### config.mk
export PLATFORM = sky130hd
export DESIGN_NAME = tsie_top
export DESIGN_NICKNAME = d
export VERILOG_FILES = /design/src/hdl/tsie_pkg.sv /design/src/hdl/tsie_sync.sv /design/src/hdl/tsie_top.sv
export SDC_FILE = /design/constraint.sdc
export NUM_CORES = 1
export LEC_CHECK = 0
export ABC_AREA = 0
export BUFFER_PORTS_ARGS = -buffer_cell sky130_fd_sc_hd__buf_2
export CAP_MARGIN = 20
export CORE_AREA = 2 2 71 73
export CTS_BUF_LIST = sky130_fd_sc_hd__clkbuf_8
export DETAILED_ROUTE_END_ITERATION = 10
export DIE_AREA = 0 0 73 75
export GPL_ROUTABILITY_DRIVEN = 0
export PLACE_DENSITY = 0.89
export REMOVE_ABC_BUFFERS = 1
export SETUP_SLACK_MARGIN = 0.4
export SYNTH_ARGS = -nofsm -noshare
export SYNTH_HDL_FRONTEND = slang
export SYNTH_HIERARCHICAL = 1
export SYNTH_SLANG_ARGS = --single-unit
### constraint.sdc
create_clock -name clock_i -period 1.1 [get_ports clock_i]
set_input_delay 0.22 -clock clock_i [delete_from_list [all_inputs] [get_ports clock_i]]
set_output_delay 0.22 -clock clock_i [all_outputs]
set_load 0.05 [all_outputs]
### src/hdl/tsie_pkg.sv
// Constants shared by the stage interrupt enable and status block.
`default_nettype none
package tsie_pkg;
    // Register access port geometry.
    localparam int unsigned ADDR_W = 10;
    localparam int unsigned DATA_W = 16;
    localparam int unsigned STAGES = 12;

    // Register offsets.
    localparam logic [9:0] STAGE_DONE_IRQ_ENABLE_OFS = 10'h007;
    localparam logic [9:0] LOW_THRESHOLD_HIT_STATUS_OFS = 10'h008;
    localparam logic [9:0] DONE_PENDING_STATUS_OFS = 10'h00A;

    // Field positions inside the completion-enable register.
    localparam int unsigned STEP0_DONE_IRQ_EN_POS = 0;
    localparam int unsigned STEP11_DONE_IRQ_EN_POS = 11;
    localparam int unsigned GPIO_IRQ_EN_POS = 12;

    // Field positions inside the low-limit status register.
    localparam int unsigned STEP0_LOW_HIT_POS = 0;
    localparam int unsigned STEP11_LOW_HIT_POS = 11;

    // Field position of the input-change pending bit in the pending register.
    localparam int unsigned GPIO_PEND_POS = 12;

    // Reset values.
    localparam logic [15:0] STAGE_DONE_IRQ_ENABLE_RST = 16'h0000;
    localparam logic [15:0] LOW_THRESHOLD_HIT_STATUS_RST = 16'h0000;
    localparam logic [15:0] RDATA_RST = 16'h0000;

    // Writable bits of the completion-enable register; bits 15:13 hold zero.
    localparam logic [15:0] STAGE_DONE_IRQ_ENABLE_MASK = 16'h1FFF;

    // Synchroniser depth for the general-purpose input pin.
    localparam int unsigned SYNC_STAGES = 2;
endpackage
`default_nettype wire

### src/hdl/tsie_sync.sv
// Two-flop level synchroniser for an asynchronous input pin.
`default_nettype none
module tsie_sync (
    input wire logic clock_i,
    input wire logic rstn_i,
    input wire logic async_i,
    output logic sync_o
);
    logic meta_r;
    logic hold_r;

    // The first flop feeds only the second, so metastability settles before use.
    always_ff @(posedge clock_i or negedge rstn_i) begin
        if (!rstn_i) begin
            meta_r <= 1'b0;
            hold_r <= 1'b0;
        end else begin
            meta_r <= async_i;
            hold_r <= meta_r;
        end
    end

    assign sync_o = hold_r;
endmodule
`default_nettype wire

### src/hdl/tsie_top.sv
// Stage completion, low-threshold and input-change interrupt logic with its registers.
`default_nettype none
// Operation
// - Enabled stage completion asserts interrupt output low.
// - Disabled completion ignored; enables reset to zero.
// - Input-change enable gates pin level changes.
// - Low crossing sets that stage's status bit.
// - Low status read-only, resets to zero.
// - Low status read clears bits no longer exceeded.
// - Low-threshold enable needed before low interrupt.
module tsie_top (
    input wire logic clock_i,
    input wire logic rstn_i,
    input wire logic [9:0] reg_addr_i,
    input wire logic reg_wr_i,
    input wire logic [15:0] reg_wdata_i,
    input wire logic reg_rd_i,
    output logic [15:0] reg_rdata_o,
    input wire logic [11:0] step_done_i,
    input wire logic [11:0] step_low_exceed_i,
    input wire logic [11:0] step_low_irq_en_i,
    input wire logic gpio_pin_i,
    output logic irq_n_o
);
    logic [15:0] stage_done_irq_enable_r;
    logic [15:0] stage_done_irq_enable_nxt;
    logic [11:0] low_hit_r;
    logic [11:0] low_hit_nxt;
    logic [11:0] done_pend_r;
    logic [11:0] done_pend_nxt;
    logic gpio_pend_r;
    logic gpio_pend_nxt;
    logic gpio_sync;
    logic gpio_last_r;
    logic gpio_change;
    logic [15:0] rdata_nxt;
    logic irq_any;
    logic irq_n_r;
    logic wr_enable;
    logic rd_low;
    logic rd_pend;

    // Address decode for the internal register port.
    assign wr_enable = reg_wr_i && (reg_addr_i == tsie_pkg::STAGE_DONE_IRQ_ENABLE_OFS);
    assign rd_low = reg_rd_i && (reg_addr_i == tsie_pkg::LOW_THRESHOLD_HIT_STATUS_OFS);
    assign rd_pend = reg_rd_i && (reg_addr_i == tsie_pkg::DONE_PENDING_STATUS_OFS);

    // The pin is asynchronous to the conversion clock, so it is synchronised first.
    tsie_sync u_gpio_sync (
        .clock_i(clock_i),
        .rstn_i(rstn_i),
        .async_i(gpio_pin_i),
        .sync_o(gpio_sync)
    );

    // Previous synchronised level, used to see a change in either direction.
    always_ff @(posedge clock_i or negedge rstn_i) begin
        if (!rstn_i) begin
            gpio_last_r <= 1'b0;
        end else begin
            gpio_last_r <= gpio_sync;
        end
    end

    // A pin that is high at reset release shows as one change; software may clear it.
    assign gpio_change = gpio_sync ^ gpio_last_r;

    // Unused upper bits are masked so that a careless write cannot set them.
    always_comb begin
        stage_done_irq_enable_nxt = stage_done_irq_enable_r;
        if (wr_enable) begin
            stage_done_irq_enable_nxt = reg_wdata_i & tsie_pkg::STAGE_DONE_IRQ_ENABLE_MASK;
        end
    end

    // Completion-enable register, cleared by reset.
    always_ff @(posedge clock_i or negedge rstn_i) begin
        if (!rstn_i) begin
            stage_done_irq_enable_r <= tsie_pkg::STAGE_DONE_IRQ_ENABLE_RST;
        end else begin
            stage_done_irq_enable_r <= stage_done_irq_enable_nxt;
        end
    end

    // Low status: a read drops bits whose stage is no longer below its limit.
    // The current crossing is ORed in last, so a set in the read cycle wins.
    always_comb begin
        low_hit_nxt = low_hit_r;
        if (rd_low) begin
            low_hit_nxt = step_low_exceed_i;
        end
        low_hit_nxt = low_hit_nxt | step_low_exceed_i;
    end

    // Low status register has no write path at all.
    always_ff @(posedge clock_i or negedge rstn_i) begin
        if (!rstn_i) begin
            low_hit_r <= tsie_pkg::LOW_THRESHOLD_HIT_STATUS_RST[11:0];
        end else begin
            low_hit_r <= low_hit_nxt;
        end
    end

    // Completion and input-change pendings clear on read, but a new event wins.
    always_comb begin
        done_pend_nxt = done_pend_r;
        gpio_pend_nxt = gpio_pend_r;
        if (rd_pend) begin
            done_pend_nxt = '0;
            gpio_pend_nxt = 1'b0;
        end
        done_pend_nxt = done_pend_nxt |
            (step_done_i & stage_done_irq_enable_r[tsie_pkg::STEP11_DONE_IRQ_EN_POS:tsie_pkg::STEP0_DONE_IRQ_EN_POS]);
        if (gpio_change && stage_done_irq_enable_r[tsie_pkg::GPIO_IRQ_EN_POS]) begin
            gpio_pend_nxt = 1'b1;
        end
    end

    // Sticky pending flags for completion and input change.
    always_ff @(posedge clock_i or negedge rstn_i) begin
        if (!rstn_i) begin
            done_pend_r <= '0;
            gpio_pend_r <= 1'b0;
        end else begin
            done_pend_r <= done_pend_nxt;
            gpio_pend_r <= gpio_pend_nxt;
        end
    end

    // Low hits reach the pin only through their own per-stage enable.
    assign irq_any = (|done_pend_r) | gpio_pend_r | (|(low_hit_r & step_low_irq_en_i));

    // Registered active-low pin so it never glitches between sources.
    always_ff @(posedge clock_i or negedge rstn_i) begin
        if (!rstn_i) begin
            irq_n_r <= 1'b1;
        end else begin
            irq_n_r <= ~irq_any;
        end
    end

    assign irq_n_o = irq_n_r;

    // Read mux; unmapped addresses answer zero, unused bits read zero.
    always_comb begin
        rdata_nxt = tsie_pkg::RDATA_RST;
        if (reg_rd_i) begin
            case (reg_addr_i)
                tsie_pkg::STAGE_DONE_IRQ_ENABLE_OFS: rdata_nxt = stage_done_irq_enable_r;
                tsie_pkg::LOW_THRESHOLD_HIT_STATUS_OFS: rdata_nxt = {4'h0, low_hit_r};
                tsie_pkg::DONE_PENDING_STATUS_OFS: rdata_nxt = {3'h0, gpio_pend_r, done_pend_r};
                default: rdata_nxt = tsie_pkg::RDATA_RST;
            endcase
        end
    end

    // Read data is held until the next read so the serial shifter can take it at leisure.
    always_ff @(posedge clock_i or negedge rstn_i) begin
        if (!rstn_i) begin
            reg_rdata_o <= tsie_pkg::RDATA_RST;
        end else if (reg_rd_i) begin
            reg_rdata_o <= rdata_nxt;
        end
    end
endmodule
`default_nettype wire

[Yosys cells after proc, flatten, opt, wreduce, memory -nomap -nowiden]
Cells that the tools add are included.
Word-level totals
  input bits: 67
  bits in registers: 58
  output and inout port bits: 17
Cells by class
  bitwise logic cells: 8
  reductions and logical operators: 7
  equality and inequality tests: 3
  mux-type cells: 5
Operator list (number)
  one-hot mux 13 bit (3 select lines): 1
  bitwise AND 12 bit: 2
  two-way mux 12 bit: 2
  OR 12 bit: 2
  OR reduction 12 bit: 2
  == test 10 x 4 -> 1 bit (second input constant): 2
  == test 10 x 3 -> 1 bit (second input constant): 1
  logical AND 1 bit: 4
  two-way mux 1 bit: 2
  OR 1 bit: 2
  nonzero test 2 bit: 1
  NOT 1 bit: 1
  bitwise XOR 1 bit: 1

[Depth between registers and ports, before layout]
Gate-level depths: netlist of run 1.
  depth in word-level cells: 4
  gate-level depth with buffers: 6
  mapped depth without buffers: 4

[By module]
The synthesis of run 1 kept the hierarchy.
Modules (own cells, without submodules)
  tsie_top: area an instance 2299.7 um^2, cells each 179, times used 1
  tsie_sync: area an instance 50.0 um^2, cells each 2, times used 1

[Worst setup path before layout of run 1]
No wires, ideal clock.
  path kind: in2reg
  start: input port reg_addr_i[5]
  end: register done_pend_r[10]
  path slack: -546 ps
  data arrival time: 1525 ps
  cell stages on the path: 5
  library setup time: 121 ps
  cells stage by stage: or4_4 -> nor3_4 -> nand4_1 -> buf_2 -> a22o_1
On the way
  word-level cells in the longest chain between the ends: 4
RTL lines
  start, declared: RTL line tsie_top.sv:14  | input wire logic [9:0] reg_addr_i,
  == test 10 x 4 -> 1 bit: RTL line tsie_top.sv:46  | assign rd_pend = reg_rd_i && (reg_addr_i == tsie_pkg::DONE_PENDING_STATUS_OFS);
  logical AND 1 bit: RTL line tsie_top.sv:46
  two-way mux 12 bit: RTL line tsie_top.sv:108  | if (rd_pend) begin
  OR 12 bit: RTL line tsie_top.sv:112  | done_pend_nxt = done_pend_nxt |
  named net done_pend_nxt[10]: RTL line tsie_top.sv:30  | logic [11:0] done_pend_nxt;
  end signal, assigned: RTL line tsie_top.sv:125  | done_pend_r <= done_pend_nxt;
  end, declared: RTL line tsie_top.sv:29  | logic [11:0] done_pend_r;
The timed path passes the listed nets, and every way through them passes these cells.
A chain may end at the register's enable or synchronous reset.

[Worst setup path in the final report of run 1]
  start: input port reg_addr_i[5]
  end: register gpio_pend_r
On the way
  word-level cells in the longest chain between the ends: 3
RTL lines
  == test 10 x 4 -> 1 bit: RTL line tsie_top.sv:46
  logical AND 1 bit: RTL line tsie_top.sv:46
  nonzero test 2 bit (no source line)
  end signal, assigned: RTL line tsie_top.sv:126  | gpio_pend_r <= gpio_pend_nxt;
  end, declared: RTL line tsie_top.sv:31  | logic gpio_pend_r;
No other way between the ends.

==> results of run 1 <==
[area by class of cell]
cell class                 count  area [um^2]
tap                           54         67.6
clock buffer                   7         96.3
fill                         344         1400
inverter                      13         48.8
sequential                    55         1380
timing repair buffer         102          714
multi-input combinational    102          956
clock inverter                 1         3.75
[cells by family after synthesis]
kind of cell	count (synthesis)
AO/OA/AOI/OAI	57
XOR/XNOR	1
buffers and inverters	27
flip-flops	55
multiplexers	25
other	1
AND/OR/NAND/NOR	15
[synthesized netlist by cell type, types with 2 or more instances]
library cell	instances	area (um^2)
nand4_1	3	18.8
clkbuf_1	8	30.0
buf_4	3	22.5
a21o_1	12	90.1
inv_1	13	48.8
o22ai_1	13	81.3
mux2_2	25	282
nor4_1	2	12.5
a22oi_1	15	113
dfrtp_1	54	1350
buf_2	2	10.0
a22o_1	14	123
[worst max-delay path by stage]
stage,startpoint,endpoint,slack (ns),cells after the start
after global placement,reg_addr_i[5],stage_done_irq_enable_r[8],-0.68,5
after global routing,reg_addr_i[5],gpio_pend_r,-0.39,7
after CTS,reg_addr_i[5],gpio_pend_r,-0.34,7
final,reg_addr_i[5],gpio_pend_r,-0.38,7
after floorplan,reg_addr_i[0],gpio_pend_r,-0.99,3
after detailed placement,reg_addr_i[5],stage_done_irq_enable_r[8],-0.72,5
[cell usage in the layout (no fill, tap or decap), types with 2 or more instances in the layout]
master / count
a22o_1: 14
buf_6: 21
o22ai_1: 2
dfrtp_1: 54
inv_1: 14
o22ai_2: 11
conb_1: 3
nand4_1: 3
a21o_1: 12
clkbuf_8: 7
buf_4: 17
a22oi_1: 15
buf_2: 61
nor4_1: 2
mux2_2: 24
[report_power, final]
part / switching, W / internal, W
Sequential: 0.0000804 / 0.00212
Clock: 0.000625 / 0.000566
Combinational: 0.000235 / 0.000269
[per-stage QoR]
stage / setup TNS [ns] / worst slack, ns / instances / hold WS (ns) / util [%]
final: -16.98 / -0.375 / 334 / -0.119 / 70.0
after global routing: -17.70 / -0.395 / 334 / -0.104 / 70.0
after CTS: -14.09 / -0.338 / 329 / -0.107 / 69.0
after detailed placement: -32.32 / -0.724 / 315 / 0.236 / 61.4
after global placement: -30.64 / -0.677 / 315 / 0.238 / 61.4
after floorplan: -34.59 / -0.990 / 169 / -0.0756 / -
[sequential cells by signal (all words and copies together) (netlist names)]
| name | cells |
|---|---|
| reg_rdata_o | 13 |
| stage_done_irq_enable_r | 13 |
| done_pend_r | 12 |
| low_hit_r | 12 |
| gpio_last_r | 1 |
| gpio_pend_r | 1 |
| irq_n_o | 1 |
| u_gpio_sync/meta_r | 1 |
| u_gpio_sync/sync_o | 1 |
[metal layers]
layer	vias up	track usage, %
li1	874	-
met1	976	32.3
met2	104	40.0
met3	15	5.35
met4	0	10.1
met5	-	0
[repair_timing]
item / in CTS / in global routing
buffers inserted: 5 / 4
gates resized for setup: 50 / 2
hold endpoints to repair: 54 / 55
pin swaps: 18 / 8
gates cloned: 1 / 0
endpoints found under the setup margin: 66 / 66
==> impl_results.md, run 1 <==
- Final hold slack: -0.119 ns
- Crit Path Max Fanout: 6
- Seq/Total Area, Yosys: 58.6%
- P per Cell Area: 1190 mW/mm^2
- Post-synthesis mux area share: 12.0%
- Clock transition at the registers of the reported paths: 0.09 ns
- XOR/XNOR Fraction of Synth Area: 0.373%
- Number of synthesized flops with an enable pin: 0
- Antenna violations before repair: 0
- Worst r2r src: low_hit_r[2]
- Final net count: 346
- Crit path time final: 1.48 ns
- WL met1: 2.72 mm
- Final Hold Vio Count: 54
- Largest net degree at the start of global routing: 56
- Initial Util: 50.4%
- Core area: 0.00466 mm^2
- Hold Path Class: in -> async
- HPWL Detailed: 4.27 mm
- Flop-to-flop setup slack: -0.12 ns
- PnR worst setup slack: -0.375 ns
- Die area: 0.00548 mm^2
- Final Max Tran Viols: 0
- Outcome: finished with violations
- Syn avg cell area: 13.0 um^2
- Row count: 25
- Critical Path Source Type: primary input
- Combinational family with the most area after synthesis: compound AO/OA/AOI/OAI gates
- RSZ-0062 raised after global routing: true
- Crit path DAT: 1.68 ns
- Compound-Gate Fraction of Synth Area: 18.4%
- Seq cells post-synth: 55
- Synth Area in Adders: 0%
- Die H: 75 um
- # clock sinks: 55
- Max VDD drop: 0.000742 V
- Root buffer selected by CTS: clkbuf_8
- Layout cells sized above 1: 54.3%
- DR vias: 1969
- TritonCTS clock tree: built
- Critical Path, Cell by Cell: buf_6, or4_4, nor3_4, buf_6, nand4_1, buf_6, a22o_1
- Async S/R FF share, synth: 100%
- First-pass GRT wire length: 9.78 mm
- DR iter-0 viols: 157
- Placed cell areas: 0.00286 mm^2
- Crit Path Category: in -> reg
- Max-cap violations: 0
- Residual DRC: 0
- Max incr delay on CP: 0.55 ns
- Layout area overhead: 38.9%
- Synth Flop Type: dfrtp_1
- Tcrit/Tclk final: 134%
- Number of diodes: 0
- Top sig layer: met4
- DR pass1 iterations: 5
- Total Wirelength: 6.43 mm
- Boundary pin count: 84
- Die Width: 73 um
- Endpoint class of the critical path: register
- Post-Layout Inst Area: 0.00326 mm^2
- Worst path top cell family by delay: simple AND/OR/NAND/NOR gates
- Power, Total: 0.00389 W
- Final setup fails: 55
- Clk_skew: 0.00726 ns
- RR Endpoint: reg_rdata_o[2]
- Unique cell type count in the Yosys netlist: 29
- Total global routing overflow: 0
- Tot GR Track Use: 24.6%
- CP Buf/Inv Count: 3
- Failing checks: hold timing, setup timing
- Metal2 WL: 3.09 mm
- Lkg Pwr: 1.52 nW
- Yosys warning total: 6
- Reg2reg path depth: 4
- Vias in the first global route: 1966
- H-tree depth: 2
- Crit path required time: 1.30 ns
- WL per Instance: 19.2 um
- Slowest CP cell: or4_4
- Most Frequent Cell on Critical Path: buf_6
- Cell Area, Synth: 0.00235 mm^2
- Port-buffer cells: 77
- Final antenna-violating net count: 0
- Synth Instances: 181
- FMAX: 0.678 GHz
- Worst-Skew Late Latency: 0.31 ns
- Clock Tree Buf Depth: 2
- CTS Buf Count: 5
- Met3 routed WL: 442 um
- Via/cell ratio: 5.90
- Post-synthesis simple-gate area fraction: 5.11%
No activity file was read; power rests on OpenSTA's default activity.
==> inputs of run 2 (changes only) <==
--- a/config.mk
+++ b/config.mk
@@ -9,7 +9,7 @@
 export BUFFER_PORTS_ARGS = -buffer_cell sky130_fd_sc_hd__buf_2
 export CAP_MARGIN = 20
 export CORE_AREA = 2 2 71 73
-export CTS_BUF_LIST = sky130_fd_sc_hd__clkbuf_8
+export CTS_BUF_LIST = sky130_fd_sc_hd__clkbuf_2
 export DETAILED_ROUTE_END_ITERATION = 10
 export DIE_AREA = 0 0 73 75
 export GPL_ROUTABILITY_DRIVEN = 0
==> impl_results.md, run 2 (synthesis results as in run 1) <==
- First-pass GRT wire length: 10.3 mm (was 9.78 mm)
- Worst r2r src: low_hit_r[4] (was low_hit_r[2])
- Root buffer selected by CTS: clkbuf_2 (was clkbuf_8)
- Hold Path Class: in -> reg (was in -> async)
- Largest net degree at the start of global routing: 56 (unchanged)
- RR Endpoint: irq_n_o (was reg_rdata_o[2])
- WL per Instance: 18.9 um (was 19.2 um)
- Total Wirelength: 6.80 mm (was 6.43 mm)
- DR pass1 iterations: 4 (was 5)
- Commonest non-fill, non-tap cell in the layout: buf_2 (unchanged)
- Reg area: 0.00138 mm^2 (unchanged)
- Clock transition at the registers of the reported paths: 0.25 ns (was 0.09 ns)
- Final Max Tran Viols: 0 (unchanged)
- Crit path time final: 1.36 ns (was 1.48 ns)
- Flop-to-flop setup slack: -0.08 ns (was -0.12 ns)
- Slowest CP cell: dfstp_2 (was or4_4)
- Outcome: finished with violations (unchanged)
- Crit path DAT: 1.14 ns (was 1.68 ns)
- HPWL Detailed: 4.27 mm (unchanged)
- Final antenna-violating net count: 0 (unchanged)
- Antenna violations before repair: 0 (unchanged)
- Critical Path, Cell by Cell: buf_8 (was buf_6, or4_4, nor3_4, buf_6, nand4_1, buf_6, a22o_1)
- Die area: 0.00548 mm^2 (unchanged)
- Clock Tree Buf Depth: 2 (unchanged)
- Row count: 25 (unchanged)
- Core area: 0.00466 mm^2 (unchanged)
- PnR worst setup slack: -0.264 ns (was -0.375 ns)
- Vias in the first global route: 2142 (was 1966)
- Most frequent cells in the layout: buf_2 (62), dfrtp_1 (54), mux2_2 (25), dlygate4sd3_1 (25), buf_6 (21) (was buf_2 (61), dfrtp_1 (54), mux2_2 (24))
- FMAX: 0.733 GHz (was 0.678 GHz)
- Critical Path Source Type: register (was primary input)
- Die Width: 73 um (unchanged)
- # clock sinks: 55 (unchanged)
- Tcrit/Tclk final: 124% (was 134%)
- TritonCTS clock tree: built (unchanged)
- Lkg Pwr: 1.60 nW (was 1.52 nW)
- DR vias: 2059 (was 1969)
- Reg2reg path depth: 3 (was 4)
- Metal2 WL: 3.58 mm (was 3.09 mm)
- Max incr delay on CP: 0.59 ns (was 0.55 ns)
- Initial Util: 50.4% (unchanged)
- P per Cell Area: 998 mW/mm^2 (was 1190 mW/mm^2)
- Final net count: 371 (was 346)
- Final Hold Vio Count: 0 (was 54)
- Total global routing overflow: 0 (unchanged)
- Layout cells sized above 1: 52.1% (was 54.3%)
- Endpoint class of the critical path: output pin (was register)
- Hold Crit Depth: 2
- Dpl ws: -0.724 ns (unchanged)
- Via/cell ratio: 5.74 (was 5.90)
- Fill cell count: 309 (was 344)
- H-tree depth: 2 (unchanged)
- Crit Path Max Fanout: 1 (was 6)
- Boundary pin count: 84 (unchanged)
- Crit path required time: 0.88 ns (was 1.30 ns)
- Tot GR Track Use: 25.7% (was 24.6%)
- Residual DRC: 0 (unchanged)
- Top Registers: reg_rdata_o x13, stage_done_irq_enable_r x13 (unchanged)
- Top sig layer: met4 (unchanged)
- Die H: 75 um (unchanged)
- Clk_skew: 0.0147 ns (was 0.00726 ns)
- CTS Buf Count: 5 (unchanged)
- Port-buffer cells: 77 (unchanged)
- CP Buf/Inv Count: 1 (was 3)
- RSZ-0062 raised after global routing: true (unchanged)
- Max VDD drop: 0.000776 V (was 0.000742 V)
- Failing checks: setup timing (was hold timing, setup timing)
- DR iter-0 viols: 163 (was 157)
- Worst path top cell family by delay: flip-flops (was simple AND/OR/NAND/NOR gates)
- Crit Path Category: reg -> out (was in -> reg)
- WHS Endpoint: stage_done_irq_enable_r[12]
- Max-cap violations: 0 (unchanged)
- Number of diodes: 0 (unchanged)
- Met3 routed WL: 433 um (was 442 um)
- Hold path startpoint: reg_wdata_i[12]
- Worst-Skew Late Latency: 0.42 ns (was 0.31 ns)
- Final setup fails: 65 (was 55)
- Layout area overhead: 49.7% (was 38.9%)
- WL met1: 2.68 mm (was 2.72 mm)
- Area of the multi-input gates: 0.00101 mm^2 (was 956 um^2)
- Final Core Density: 75.5% (was 70.0%)
## run 2: changes by cell type in the layout (fill, tap and decap cells not counted), moves of 5 or more
cell,before,now
dlygate4sd3_1,1,25
clkbuf_8,7,0
clkbuf_2,0,6
a22oi_1,15,10
a22oi_2,0,5
## run 2: worst max path at each step
stage	start	end	slack, ns	depth (start not counted)
floorplan	reg_addr_i[0]	gpio_pend_r	-0.99	3
global placement	reg_addr_i[5]	stage_done_irq_enable_r[8]	-0.68	5
detailed placement	reg_addr_i[5]	stage_done_irq_enable_r[8]	-0.72	5
CTS	irq_n_o	irq_n_o	-0.30	1
global route	irq_n_o	irq_n_o	-0.33	1
finish	irq_n_o	irq_n_o	-0.26	1
## run 2: stage by stage
step / total power [W] / area, um^2 / TNS [ns] / hold slack, ns / cells
final: 0.00351 / 3520 / -10.62 / 0.00640 / 359
after floorplan: 0.00244 / 2280 / -34.59 / -0.0756 / 169
after CTS: 0.00349 / 3340 / -12.12 / -0.00848 / 346
after global routing: 0.00367 / 3520 / -10.91 / -0.0336 / 359
after global placement: 0.00269 / 2860 / -30.64 / 0.238 / 315
after detailed placement: 0.00271 / 2860 / -32.32 / 0.236 / 315
## run 2: repair_timing
| action | in CTS | in global routing |
|---|---|---|
| resized for setup | 53 | 12 |
| hold buffers | 16 | 9 |
| pin swaps | 12 | 11 |
| endpoints found under the hold margin | 80 | 23 |
| setup buffers | 6 | 4 |
| cloned | 1 | 0 |
| setup endpoints to repair | 66 | 66 |
## run 2: report_power, final
group / total, W / switching [W] / leakage, nW / internal [W]
clock network: 0.000719 / 0.000566 / 0.0281 / 0.000153
logic: 0.000589 / 0.000262 / 0.881 / 0.000327
registers: 0.00220 / 0.0000833 / 0.687 / 0.00212
## run 2: layer usage
layer	global-route usage, %	vias up
met1	31.8	1028
met2	44.6	95
met4	9.67	0
met3	5.22	10
met5	0	-
li1	-	926
## run 2: layout make-up
cell class | count | share of cell area [%]
well taps | 54 | 1.92
repair buffers | 127 | 27.7
clock buffers | 6 | 0.854
multi-input cells | 102 | 28.7
flip-flops and latches | 55 | 39.2
clock inverters | 2 | 0.213
inverters | 13 | 1.39
